**src/core/rfmon_cfg.svh**
```systemverilog
// register indexes, field layout, reset values and timing for the
// first reference input bank; assumes byte address = 4 * index
`ifndef RFMON_CFG_SVH
`define RFMON_CFG_SVH

// register indexes (byte address is four times these)
`define RFMON_IDX_RX_TYPE 14'h0300
`define RFMON_IDX_DIV_B0 14'h0301
`define RFMON_IDX_DIV_B1 14'h0302
`define RFMON_IDX_DIV_B2 14'h0303
`define RFMON_IDX_PER_B0 14'h0304
`define RFMON_IDX_PER_B1 14'h0305
`define RFMON_IDX_PER_B2 14'h0306
`define RFMON_IDX_PER_B3 14'h0307
`define RFMON_IDX_PER_B4 14'h0308
`define RFMON_IDX_INNER_B0 14'h0309
`define RFMON_IDX_INNER_B1 14'h030A
`define RFMON_IDX_INNER_B2 14'h030B
`define RFMON_IDX_OUTER_B0 14'h030C
`define RFMON_IDX_OUTER_B1 14'h030D
`define RFMON_IDX_OUTER_B2 14'h030E
`define RFMON_IDX_VALT_B0 14'h030F
`define RFMON_IDX_VALT_B1 14'h0310
`define RFMON_IDX_PTH_B0 14'h0311
`define RFMON_IDX_PTH_B1 14'h0312
`define RFMON_IDX_PTH_B2 14'h0313
`define RFMON_IDX_PFILL 14'h0314
`define RFMON_IDX_PDRAIN 14'h0315
`define RFMON_IDX_FTH_B0 14'h0316
`define RFMON_IDX_FTH_B1 14'h0317
`define RFMON_IDX_FTH_B2 14'h0318
`define RFMON_IDX_FFILL 14'h0319
`define RFMON_IDX_FDRAIN 14'h031A
`define RFMON_IDX_IRQ_STAT 14'h0320
`define RFMON_IDX_IRQ_MASK 14'h0321
`define RFMON_IDX_MON_STAT 14'h0322
`define RFMON_NUM_CFG 27

// receiver type codes
`define RFMON_RX_CMOS 2'h0
`define RFMON_RX_AC_DIFF 2'h1
`define RFMON_RX_DC_LVDS 2'h2

// write masks: reserved bits stay zero
`define RFMON_WMASK_TYPE 8'h03
`define RFMON_WMASK_NIBBLE 8'h0F
`define RFMON_WMASK_FULL 8'hFF

// reset values of the non-zero bytes
`define RFMON_RST_INNER_B0 8'h14
`define RFMON_RST_OUTER_B0 8'h0A
`define RFMON_RST_VALT_B0 8'h0A
`define RFMON_RST_TH_B0 8'hBC
`define RFMON_RST_TH_B1 8'h02
`define RFMON_RST_RATE 8'h0A
`define RFMON_RST_ZERO 8'h00

// interrupt / status bit positions
`define RFMON_EV_VALID 0
`define RFMON_EV_FAULT 1
`define RFMON_EV_PLOCK 2
`define RFMON_EV_FLOCK 3
`define RFMON_NUM_EV 4

// lock bucket top
`define RFMON_BUCKET_TOP 16'h0100

// timing
`define RFMON_CLK_PERIOD_NS 5
`define RFMON_MS_NS 1000000

`endif

```
**src/core/rfmon_pkg.sv**
```systemverilog
// types for the first reference input monitor
// assumes nothing beyond the cfg header for numbers
package rfmon_pkg;
  typedef enum logic [2:0] {
    RFMON_FAULTED = 3'h1,
    RFMON_VALIDATING = 3'h2,
    RFMON_VALID = 3'h4
  } rfmon_state_t;
endpackage : rfmon_pkg

```
**src/core/rfmon_top.sv**
```systemverilog
// first reference input config bank, receiver select, pre-divider,
// frequency fault monitor with validation timer and two lock detectors.
// assumes an APB master on pclk and error measurements on pclk.
// Function
// - two-bit receiver type, reset CMOS
// - CMOS mode uses true pin only
// - 20-bit pre-divider stores ratio minus one
// - 40-bit nominal period, low byte first
// - inner tolerance 20 bits, reset 20
// - outer tolerance 20 bits, reset 10
// - valid after unfaulted validation time, ms
// - phase lock threshold 24 bits, 700 ps
// - phase fill and drain rates reset 10
// - frequency lock threshold 24 bits, 700 ps
// - frequency fill and drain rates reset 10
`include "rfmon_cfg.svh"
`timescale 1ns/1ps
`default_nettype none

module rfmon_top
  import rfmon_pkg::*;
#(
  parameter int MS_CYCLES = `RFMON_MS_NS / `RFMON_CLK_PERIOD_NS
) (
  input wire logic pclk,
  input wire logic presetn,
  input wire logic psel,
  input wire logic penable,
  input wire logic pwrite,
  input wire logic [15:0] paddr,
  input wire logic [31:0] pwdata,
  output logic [31:0] prdata,
  output logic pready,
  output logic pslverr,
  input wire logic first_reference_input_p,
  input wire logic first_reference_input_n,
  input wire logic phase_detector_cycle,
  input wire logic [23:0] phase_err_ps,
  input wire logic [23:0] freq_err_ps,
  input wire logic [19:0] freq_err_recip,
  output logic ref_level,
  output logic ref_div_tick,
  output logic [39:0] nominal_period_fs,
  output logic ref_valid,
  output logic ref_faulted,
  output logic phase_locked,
  output logic freq_locked,
  output logic irq
);

  localparam int MSW = $clog2(MS_CYCLES + 1);

  // per-register reset value and writable bits
  function automatic logic [7:0] rst_val(input int i);
    logic [13:0] idx;
    idx = `RFMON_IDX_RX_TYPE + 14'(i);
    unique case (idx)
      `RFMON_IDX_INNER_B0: rst_val = `RFMON_RST_INNER_B0;
      `RFMON_IDX_OUTER_B0: rst_val = `RFMON_RST_OUTER_B0;
      `RFMON_IDX_VALT_B0: rst_val = `RFMON_RST_VALT_B0;
      `RFMON_IDX_PTH_B0, `RFMON_IDX_FTH_B0: rst_val = `RFMON_RST_TH_B0;
      `RFMON_IDX_PTH_B1, `RFMON_IDX_FTH_B1: rst_val = `RFMON_RST_TH_B1;
      `RFMON_IDX_PFILL, `RFMON_IDX_PDRAIN: rst_val = `RFMON_RST_RATE;
      `RFMON_IDX_FFILL, `RFMON_IDX_FDRAIN: rst_val = `RFMON_RST_RATE;
      default: rst_val = `RFMON_RST_ZERO;
    endcase
  endfunction : rst_val

  function automatic logic [7:0] wr_mask(input int i);
    logic [13:0] idx;
    idx = `RFMON_IDX_RX_TYPE + 14'(i);
    unique case (idx)
      `RFMON_IDX_RX_TYPE: wr_mask = `RFMON_WMASK_TYPE;
      `RFMON_IDX_DIV_B2, `RFMON_IDX_INNER_B2, `RFMON_IDX_OUTER_B2:
        wr_mask = `RFMON_WMASK_NIBBLE;
      default: wr_mask = `RFMON_WMASK_FULL;
    endcase
  endfunction : wr_mask

  // APB decode
  wire logic [13:0] idx = paddr[15:2];
  wire logic aligned = (paddr[1:0] == 2'h0);
  wire logic in_cfg = aligned && (idx >= `RFMON_IDX_RX_TYPE) && (idx <= `RFMON_IDX_FDRAIN);
  wire logic hit_stat = aligned && (idx == `RFMON_IDX_IRQ_STAT);
  wire logic hit_mask = aligned && (idx == `RFMON_IDX_IRQ_MASK);
  wire logic hit_mon = aligned && (idx == `RFMON_IDX_MON_STAT);
  wire logic mapped = in_cfg || hit_stat || hit_mask || hit_mon;
  wire logic [13:0] cfg_off = idx - `RFMON_IDX_RX_TYPE;
  wire logic setup = psel && !penable;
  wire logic wr_acc = psel && penable && pwrite;
  // read-only status takes no write; it answers with an error
  wire logic wr_ok = wr_acc && mapped && !hit_mon;

  // every register answers from flops, so no wait states are needed
  assign pready = 1'b1;

  logic [7:0] cfg_r [0:`RFMON_NUM_CFG-1];

  genvar g;
  generate
    for (g = 0; g < `RFMON_NUM_CFG; g++) begin : g_cfg
      localparam logic [7:0] RV = rst_val(g);
      localparam logic [7:0] WM = wr_mask(g);
      always_ff @(posedge pclk or negedge presetn) begin
        if (!presetn) begin
          cfg_r[g] <= RV;
        end else if (wr_ok && in_cfg && (cfg_off == 14'(g))) begin
          cfg_r[g] <= pwdata[7:0] & WM;
        end
      end
    end
  endgenerate

  // field assembly
  wire logic [1:0] rx_type = cfg_r[0][1:0];
  wire logic [19:0] ref_div = {cfg_r[3][3:0], cfg_r[2], cfg_r[1]};
  wire logic [19:0] inner_tol = {cfg_r[11][3:0], cfg_r[10], cfg_r[9]};
  wire logic [19:0] outer_tol = {cfg_r[14][3:0], cfg_r[13], cfg_r[12]};
  wire logic [15:0] valid_ms = {cfg_r[16], cfg_r[15]};
  wire logic [23:0] plock_th = {cfg_r[19], cfg_r[18], cfg_r[17]};
  wire logic [7:0] plock_fill = cfg_r[20];
  wire logic [7:0] plock_drain = cfg_r[21];
  wire logic [23:0] flock_th = {cfg_r[24], cfg_r[23], cfg_r[22]};
  wire logic [7:0] flock_fill = cfg_r[25];
  wire logic [7:0] flock_drain = cfg_r[26];

  // period goes out low byte first, from flops
  always_ff @(posedge pclk or negedge presetn) begin
    if (!presetn) begin
      nominal_period_fs <= 40'h00_0000_0000;
    end else begin
      nominal_period_fs <= {cfg_r[8], cfg_r[7], cfg_r[6], cfg_r[5], cfg_r[4]};
    end
  end

  // receiver: pins are asynchronous, two flops first
  logic [1:0] pin_s1_r;
  logic [1:0] pin_s2_r;
  always_ff @(posedge pclk or negedge presetn) begin
    if (!presetn) begin
      pin_s1_r <= 2'h0;
      pin_s2_r <= 2'h0;
    end else begin
      pin_s1_r <= {first_reference_input_n, first_reference_input_p};
      pin_s2_r <= pin_s1_r;
    end
  end

  wire logic p_s = pin_s2_r[0];
  wire logic n_s = pin_s2_r[1];
  // differential: a tie of both legs holds the last decision
  wire logic diff_new = (p_s != n_s);
  logic level_r;
  logic level_nxt;
  // unused type holds the output low rather than pass pin noise on
  always_comb begin
    level_nxt = level_r;
    unique case (rx_type)
      `RFMON_RX_CMOS: level_nxt = p_s;
      `RFMON_RX_AC_DIFF, `RFMON_RX_DC_LVDS: level_nxt = diff_new ? p_s : level_r;
      default: level_nxt = 1'b0;
    endcase
  end

  always_ff @(posedge pclk or negedge presetn) begin
    if (!presetn) begin
      level_r <= 1'b0;
    end else begin
      level_r <= level_nxt;
    end
  end
  assign ref_level = level_r;

  // pre-divider: one tick every ref_div+1 rising edges
  wire logic ref_rise = level_nxt && !level_r;
  logic [19:0] div_cnt_r;
  logic div_tick_r;
  // >= lets a lowered ratio wrap at once instead of running to the top
  wire logic div_wrap = (div_cnt_r >= ref_div);
  always_ff @(posedge pclk or negedge presetn) begin
    if (!presetn) begin
      div_cnt_r <= 20'h00000;
      div_tick_r <= 1'b0;
    end else begin
      div_tick_r <= ref_rise && div_wrap;
      if (ref_rise) begin
        div_cnt_r <= div_wrap ? 20'h00000 : div_cnt_r + 20'h00001;
      end
    end
  end
  assign ref_div_tick = div_tick_r;

  // frequency fault with hysteresis; larger reciprocal is smaller error
  wire logic beyond_outer = (freq_err_recip < outer_tol);
  wire logic within_inner = (freq_err_recip >= inner_tol);

  // millisecond tick; held clear outside validation so no ms runs short
  rfmon_state_t mon_r;
  logic [MSW-1:0] ms_cnt_r;
  wire logic ms_run = (mon_r == RFMON_VALIDATING);
  wire logic ms_wrap = (ms_cnt_r == MSW'(MS_CYCLES - 1));
  always_ff @(posedge pclk or negedge presetn) begin
    if (!presetn) begin
      ms_cnt_r <= '0;
    end else if (!ms_run || ms_wrap) begin
      ms_cnt_r <= '0;
    end else begin
      ms_cnt_r <= ms_cnt_r + MSW'(1);
    end
  end

  rfmon_state_t mon_nxt;
  logic [15:0] vms_r;
  logic [15:0] vms_nxt;
  // the count only moves on whole ms of unfaulted input
  always_comb begin
    mon_nxt = mon_r;
    vms_nxt = vms_r;
    unique case (mon_r)
      RFMON_FAULTED: begin
        vms_nxt = 16'h0000;
        if (within_inner) begin
          mon_nxt = RFMON_VALIDATING;
        end
      end
      RFMON_VALIDATING: begin
        if (beyond_outer) begin
          mon_nxt = RFMON_FAULTED;
          vms_nxt = 16'h0000;
        end else if (vms_r >= valid_ms) begin
          mon_nxt = RFMON_VALID;
        end else if (ms_wrap) begin
          vms_nxt = vms_r + 16'h0001;
        end
      end
      RFMON_VALID: begin
        if (beyond_outer) begin
          mon_nxt = RFMON_FAULTED;
          vms_nxt = 16'h0000;
        end
      end
      default: begin
        mon_nxt = RFMON_FAULTED;
        vms_nxt = 16'h0000;
      end
    endcase
  end

  always_ff @(posedge pclk or negedge presetn) begin
    if (!presetn) begin
      mon_r <= RFMON_FAULTED;
      vms_r <= 16'h0000;
    end else begin
      mon_r <= mon_nxt;
      vms_r <= vms_nxt;
    end
  end
  assign ref_valid = (mon_r == RFMON_VALID);
  assign ref_faulted = (mon_r == RFMON_FAULTED);

  // two leaky buckets: index 0 phase, index 1 frequency
  wire logic [23:0] err_v [0:1];
  wire logic [23:0] th_v [0:1];
  wire logic [7:0] fill_v [0:1];
  wire logic [7:0] drain_v [0:1];
  assign err_v[0] = phase_err_ps;
  assign err_v[1] = freq_err_ps;
  assign th_v[0] = plock_th;
  assign th_v[1] = flock_th;
  assign fill_v[0] = plock_fill;
  assign fill_v[1] = flock_fill;
  assign drain_v[0] = plock_drain;
  assign drain_v[1] = flock_drain;

  // saturating fill keeps a long good run from delaying a later unlock
  logic [1:0] lock_r;
  generate
    for (g = 0; g < 2; g++) begin : g_lock
      logic [15:0] bucket_r;
      wire logic good = (err_v[g] < th_v[g]);
      wire logic [16:0] up = {1'b0, bucket_r} + {9'h000, fill_v[g]};
      wire logic [15:0] filled = (up >= {1'b0, `RFMON_BUCKET_TOP}) ?
        `RFMON_BUCKET_TOP : up[15:0];
      wire logic [15:0] drained = (bucket_r > {8'h00, drain_v[g]}) ?
        bucket_r - {8'h00, drain_v[g]} : 16'h0000;
      wire logic [15:0] bucket_nxt = good ? filled : drained;
      always_ff @(posedge pclk or negedge presetn) begin
        if (!presetn) begin
          bucket_r <= 16'h0000;
          lock_r[g] <= 1'b0;
        end else if (phase_detector_cycle) begin
          bucket_r <= bucket_nxt;
          if (bucket_nxt == `RFMON_BUCKET_TOP) begin
            lock_r[g] <= 1'b1;
          end else if (bucket_nxt == 16'h0000) begin
            lock_r[g] <= 1'b0;
          end
        end
      end
    end
  endgenerate
  assign phase_locked = lock_r[0];
  assign freq_locked = lock_r[1];

  // events: rising valid, entering fault, either lock changing
  logic valid_d_r;
  logic fault_d_r;
  logic [1:0] lock_d_r;
  always_ff @(posedge pclk or negedge presetn) begin
    if (!presetn) begin
      valid_d_r <= 1'b0;
      fault_d_r <= 1'b1;
      lock_d_r <= 2'h0;
    end else begin
      valid_d_r <= ref_valid;
      fault_d_r <= ref_faulted;
      lock_d_r <= lock_r;
    end
  end

  wire logic [`RFMON_NUM_EV-1:0] ev;
  assign ev[`RFMON_EV_VALID] = ref_valid && !valid_d_r;
  assign ev[`RFMON_EV_FAULT] = ref_faulted && !fault_d_r;
  assign ev[`RFMON_EV_PLOCK] = lock_r[0] != lock_d_r[0];
  assign ev[`RFMON_EV_FLOCK] = lock_r[1] != lock_d_r[1];

  logic [`RFMON_NUM_EV-1:0] irq_stat_r;
  logic [`RFMON_NUM_EV-1:0] irq_mask_r;
  wire logic [`RFMON_NUM_EV-1:0] w1c =
    (wr_ok && hit_stat) ? pwdata[`RFMON_NUM_EV-1:0] : '0;
  always_ff @(posedge pclk or negedge presetn) begin
    if (!presetn) begin
      irq_stat_r <= '0;
      irq_mask_r <= '0;
    end else begin
      // a new event wins over a clear in the same cycle
      irq_stat_r <= (irq_stat_r & ~w1c) | ev;
      if (wr_ok && hit_mask) begin
        irq_mask_r <= pwdata[`RFMON_NUM_EV-1:0];
      end
    end
  end
  assign irq = |(irq_stat_r & irq_mask_r);

  // read mux, captured in the setup cycle
  wire logic [31:0] cfg_rd = {24'h000000, cfg_r[cfg_off[4:0]]};
  // monitor status: [1:0] receiver type, [2] valid, [3] faulted, [5:4] locks
  wire logic [31:0] mon_rd = {26'h0000000, lock_r, ref_faulted, ref_valid, rx_type};
  wire logic [31:0] rd_val =
    in_cfg ? cfg_rd :
    hit_stat ? {28'h0000000, irq_stat_r} :
    hit_mask ? {28'h0000000, irq_mask_r} :
    hit_mon ? mon_rd : 32'h00000000;

  always_ff @(posedge pclk or negedge presetn) begin
    if (!presetn) begin
      prdata <= 32'h00000000;
      pslverr <= 1'b0;
    end else if (setup) begin
      prdata <= pwrite ? 32'h00000000 : rd_val;
      pslverr <= !mapped || (pwrite && hit_mon);
    end
  end

endmodule : rfmon_top

`default_nettype wire

```
**config.mk**
```make
export PLATFORM = sky130hd
export DESIGN_NAME = rfmon_top
export DESIGN_NICKNAME = d
export VERILOG_FILES = /design/src/core/rfmon_pkg.sv /design/src/core/rfmon_top.sv
export VERILOG_INCLUDE_DIRS = /design/src /design/src/core
export SDC_FILE = /design/constraint.sdc
export NUM_CORES = 1
export LEC_CHECK = 0
export BUFFER_PORTS_ARGS = -buffer_cell sky130_fd_sc_hd__clkbuf_2
export CELL_PAD_IN_SITES_DETAIL_PLACEMENT = 0
export CELL_PAD_IN_SITES_GLOBAL_PLACEMENT = 1
export CORE_MARGIN = 5
export CORE_UTILIZATION = 47
export DETAILED_ROUTE_END_ITERATION = 7
export PLACE_DENSITY = 0.88
export SLEW_MARGIN = 20
export SYNTH_ARGS = -nofsm -noshare
export SYNTH_HDL_FRONTEND = slang
export SYNTH_SLANG_ARGS = --single-unit
```
**constraint.sdc**
```tcl
create_clock -name pclk -period 3.7 [get_ports pclk]
set_input_delay 0.74 -clock pclk [delete_from_list [all_inputs] [get_ports pclk]]
set_output_delay 0.74 -clock pclk [all_outputs]
set_load 0.1 [all_outputs]
```
* Word-level counts from Yosys, hierarchy flattened
Index checks and enable logic that the tools add are counted.
** Word-level totals
- Register bits :: 380
- Bits in latches :: 0
- RAM bits :: 0
- Memory bits (read-only) :: 0
- Bits of input ports :: 124
- Word-level logic and storage cells :: 221
- Memories kept :: 0
** Cells by class
- $add $sub $neg :: 8
- Multipliers :: 0
- Div/mod/pow operators :: 0
- $lt $le $gt $ge :: 13
- Equality and inequality tests :: 45
- Shift-type cells :: 0
- Multiplexer cells :: 33
- Bitwise operators :: 5
- Reduce and logical (&&, ||, !) cells :: 70
** Operators by type and width (number)
- 16-bit two-way mux :: 10
- 14-bit by 5-bit equality test with 1-bit output (second input constant) :: 11
- 14-bit by 4-bit equality test with 1-bit output (second input constant) :: 8
- 14-bit by 3-bit equality test with 1-bit output (second input constant) :: 4
- 24-bit < comparator :: 2
- 1-bit logical AND :: 45
- 14-bit by 10-bit equality test with 1-bit output (second input constant) :: 3
- 8-bit binary-select mux with 5-bit select :: 1
- 20-bit >= comparator :: 2
- 16-bit by 8-bit adder with 17-bit output :: 2
- 17-bit by 9-bit >= comparator with 1-bit output (second input constant) :: 2
- 16-bit by 9-bit equality test with 1-bit output (second input constant) :: 2
- 16-bit by 8-bit > comparator with 1-bit output :: 2
- 16-bit logical NOT :: 2
- 8-bit two-way mux :: 4
- 16-bit case mux with 2 select lines :: 1
- 16-bit by 8-bit subtractor with 16-bit output :: 2
- 14-bit by 2-bit equality test with 1-bit output (second input constant) :: 2
- 20-bit by 1-bit adder with 20-bit output (second input constant) :: 1
- 20-bit < comparator :: 1
- 20-bit two-way mux :: 1
- 18-bit by 1-bit adder with 18-bit output (second input constant) :: 1
- 18-bit equality test (second input constant) :: 1
- 18-bit two-way mux :: 1
- other kinds (35) :: 63

* Longest topological paths before layout
- Word-level depth :: 13
- Gate-level depth with buffers :: 13
- Depth with buffers taken out :: 12

* Worst setup path before layout
Ideal clock, no wire load.
- Path kind :: input -> register
- Start point :: in freq_err_ps[14]
- End point :: reg lock_r[1], in the netlist freq_locked
- Setup time :: 0.091 ns
- Arrival :: 2.908 ns
- Data required time :: 3.609 ns
- Path slack :: 0.701 ns
- Stages :: 10
- Buffers on the path :: 2
- Cells stage by stage :: ha_1 and4_1 or4b_1 o32ai_1 nor4bb_1 buf_2 o2111a_1 buf_2 a22o_1 o221ai_1
** Between the ends
- Longest elaborated chain between the ends :: 5
- Elaborated cells on any way between the ends :: 7
- Classes of those cells :: order compare (1); eq/ne (1); mux (2); reduce/logical (3)
** RTL lines
- start: declaration :: RTL line rfmon_top.sv:39 : input wire logic [23:0] freq_err_ps,
- 24-bit < comparator * :: RTL line rfmon_top.sv:280 : wire logic good = (err_v[g] < th_v[g]);
- 16-bit two-way mux * :: RTL line rfmon_top.sv:286 : wire logic [15:0] bucket_nxt = good ? filled : drained;
- 16-bit by 9-bit equality test with 1-bit output (no line) or 16-bit logical NOT (tied branches)
- 2-bit nonzero test (no line)
- 2-bit AND reduction (no line)
- end signal: indexed assignment :: RTL line rfmon_top.sv:290 : lock_r[g] <= 1'b0;
- end signal: indexed assignment :: RTL line rfmon_top.sv:294 : lock_r[g] <= 1'b1;
- end signal: indexed assignment :: RTL line rfmon_top.sv:296 : lock_r[g] <= 1'b0;
- end: declaration :: RTL line rfmon_top.sv:276 : logic [1:0] lock_r;
Mark *: on every way between the ends. The rest lies on a longest branch, timed or not.
A chain may end at the register's enable or synchronous reset.

* Final worst setup path
- Start point :: reg cfg_r[39] in the netlist's numbering
- End point :: reg lock_r[1], in the netlist freq_locked
** Between the ends
- Longest elaborated chain between the ends :: 5
- Elaborated cells on any way between the ends :: 7
- Classes of those cells :: order compare (1); eq/ne (1); mux (2); reduce/logical (3)
** RTL lines
- start: declaration :: RTL line rfmon_top.sv:97 : logic [7:0] cfg_r [0:`RFMON_NUM_CFG-1];
- start signal: indexed assignment :: RTL line rfmon_top.sv:108 : cfg_r[g] <= pwdata[7:0] & WM;
- 24-bit < comparator * :: RTL line rfmon_top.sv:280
- 16-bit two-way mux * :: RTL line rfmon_top.sv:286
- 16-bit by 9-bit equality test with 1-bit output (no line) or 16-bit logical NOT (tied branches)
- 2-bit nonzero test (no line)
- 2-bit AND reduction (no line)
Marked as above.

==> results.sh <==
export IMPL_ir_worst_vdd_mv=0.429
export IMPL_die_w_um=222
export IMPL_required_ns=4.13
export IMPL_layout_common_cells="dfrtp_1, nand2_1, o21ai_0, inv_1, ha_1"
export IMPL_via_per_inst=5.85
export IMPL_crit_chain="inv_1, ha_1, a2111o_1, a211oi_1, o32ai_1, nor4bb_2, o2111a_1, a22o_1, o221ai_1"
export IMPL_wire_per_inst_um=20.8
export IMPL_worst_pin_slew_ns=0.953
export IMPL_cpMaxStageDelayCell="nor4bb_2"
export IMPL_row_count=77
export IMPL_grt_use_total=0.242
export IMPL_start_util=0.476
export IMPL_hold_viol=0
export IMPL_yosysSeqAreaShare=0.425
export IMPL_route_met2_wl_um=28700
export IMPL_cts_sinks=356
export IMPL_grt_pass1_vias=17200
export IMPL_grt_max_degree=81
export IMPL_syn_area_per_cell_um2=9.82
export IMPL_firstDrtPassIters=5
export IMPL_fmax_mhz=292
export IMPL_period_needed_ns=3.42
export IMPL_dpl_hpwl_um=44300
export IMPL_top_layer_used="met5"
export IMPL_drive_above_1_share=0.198
export IMPL_synth_cells=2143
export IMPL_period_share=0.925
export IMPL_design_area_um2=23800
export IMPL_ios=205
export IMPL_route_met3_wl_um=3550
export IMPL_wl_um=60500
export IMPL_cp_data_arrival_time_ns=3.85
export IMPL_slowest_delay_ns=0.62
export IMPL_rsz0062_at_grt="no"
export IMPL_grt_pass1_wl_um=95700
export IMPL_setup_viol=0
export IMPL_overflow=0
export IMPL_clk_latency_ns=0.56
export IMPL_cts_tree="yes"
export IMPL_layout_nets=2563
export IMPL_gp_congestion=0.900
export IMPL_cp_max_fo=10
export IMPL_clockBufferDepth=3
export IMPL_cts_inserted_buffers=41
export IMPL_ys_types=88
export IMPL_crit_type="flip-flop to flip-flop"
export IMPL_vias=17000
export IMPL_port_buffers=155
export IMPL_endpoint_kind="flip-flop"
export IMPL_status="finished, final reports clean"
export IMPL_h_tree_depth=2
export IMPL_ys_warn_count=0
export IMPL_ys_flop_type="dfrtp_1"
export IMPL_fp_dieH_um=222
export IMPL_report_final_slew_viol_count=0
export IMPL_final_common_cell="dfrtp_1"
export IMPL_die_area_um2=49100
export IMPL_startpoint_type="flip-flop"
export IMPL_netlist_area_um2=21000
export IMPL_holdWs_ns=0.123
export IMPL_drt_met1_wl_um=25800
export IMPL_first_iter_violations=1303
export IMPL_async_flop_share=1.00
export IMPL_synth_edf_count=0
export IMPL_ant_nets=0
export IMPL_place_area_um2=22400
export IMPL_p_per_area_nw_per_um2=445
export IMPL_synth_seq_cells=356
export IMPL_hp_class="input pin to asynchronous set/reset pin"
export IMPL_slew_headroom=0.359
export IMPL_path_clk_slew_ns=0.06
export IMPL_leakagePower_nw=11.5
export IMPL_skew_ns=0.0264
export IMPL_n_fill_cell=3889
export IMPL_area_growth_pct=12.9
export IMPL_grt_antenna_before_repair=3
export IMPL_drc=0
export IMPL_cts_root_buf="clkbuf_16"
export IMPL_core_um2=44200
export IMPL_cap_violations=0
-- final timing paths --
path	from	end	slack [ns]	cells past startpoint
max in group asynchronous	presetn	mon_r[0]$_DFFE_PN1P_	2.60	2
min	presetn	g_lock[0].bucket_r[14]$_DFFE_PN0P_	0.12	1
min reg2reg	pin_s1_r[1]$_DFF_PN0_	pin_s2_r[1]$_DFF_PN0_	0.35	0
max reg2reg	cfg_r[39]$_DFFE_PN1P_	freq_locked$_DFFE_PN0P_	0.28	9
min in group pclk	first_reference_input_p	pin_s1_r[0]$_DFF_PN0_	0.30	1
max	cfg_r[39]$_DFFE_PN1P_	freq_locked$_DFFE_PN0P_	0.28	9
-- critical path, delay by kind of cell (launching register included) --
family                   cells  cell delay (ns)
adder cells (fa/ha/maj)      1             0.29
AO/OA/AOI/OAI                6             1.80
buffers and inverters        1             0.05
flip-flops                   1             0.53
AND/OR/NAND/NOR              1             0.62
-- area by class of cell --
type,count,area (µm²),share of cell area
multi-input combinational,1514,10900,0.460
sequential,356,8940,0.376
clock buffer,55,1160,0.0488
timing repair buffer,193,1140,0.0478
tap,592,741,0.0312
inverter,171,642,0.0270
clock inverter,18,193,0.00811
antenna,2,5.00,0.000211
-- flip-flops by register name, indices dropped and copies added (netlist names), 8 cells and up --
signal / flops
prdata: 8
plock_fill: 8
plock_drain: 8
g_lock.bucket_r: 32
flock_drain: 8
ms_cnt_r: 18
cfg_r: 166
nominal_period_fs: 40
vms_r: 16
div_cnt_r: 20
flock_fill: 8
-- Yosys cell counts, drive strengths merged (27+ instances only) --
cell type / instances / area (µm²)
xnor2: 34 / 298
o21ai: 192 / 961
nor2: 160 / 631
nand2: 212 / 801
ha: 158 / 1980
mux2: 95 / 1070
nor3: 38 / 190
buf: 63 / 387
dfstp: 28 / 736
inv: 170 / 638
clkbuf: 62 / 233
xor2: 27 / 236
a21oi: 79 / 399
mux4: 38 / 856
nand3: 59 / 295
dfrtp: 328 / 8210
a21o: 37 / 278
-- kinds of logic after synthesis --
group                      synth area share
and+or+nand+nor                       0.134
AOI/OAI and AO/OA                     0.154
DFF                                   0.425
buffers and inverters                0.0599
adders and majority gates            0.0977
muxes                                 0.103
xor gates and xnor gates             0.0254
other                              0.000357
-- metal layers --
layer	global-route usage	vias to the layer above
met2	0.403	572
li1	-	7893
met1	0.321	8372
met4	0.0935	2
met5	0	-
met3	0.0361	139
-- timing repair --
item                                    CTS  global route
endpoints found under the setup margin    0            11
resized for setup                         0             1
setup buffers                             0             0
hold buffers                              0             0
-- metrics by stage --
| step | total power (W) | util | setup WS, ns | cells | setup TNS (ns) |
|---|---|---|---|---|---|
| final | 0.0106 | 0.537 | 0.277 | 2901 | 0 |
| after global routing | 0.0110 | 0.537 | 0.0845 | 2900 | 0 |
| after CTS | 0.0106 | 0.537 | 0.0602 | 2899 | 0 |
| after detailed placement | 0.00649 | 0.506 | -0.197 | 2826 | -1.30 |
| after global placement | 0.00642 | 0.506 | -0.171 | 2826 | -0.884 |
| after floorplan | 0.00590 | - | 0.701 | 2166 | 0 |
-- power breakdown --
group / switching (W) / total (W) / internal (W)
sequential: 0.000244 / 0.00430 / 0.00405
clock: 0.00169 / 0.00411 / 0.00242
combinational: 0.00140 / 0.00217 / 0.000775
Power figures use the tool's default switching activity.
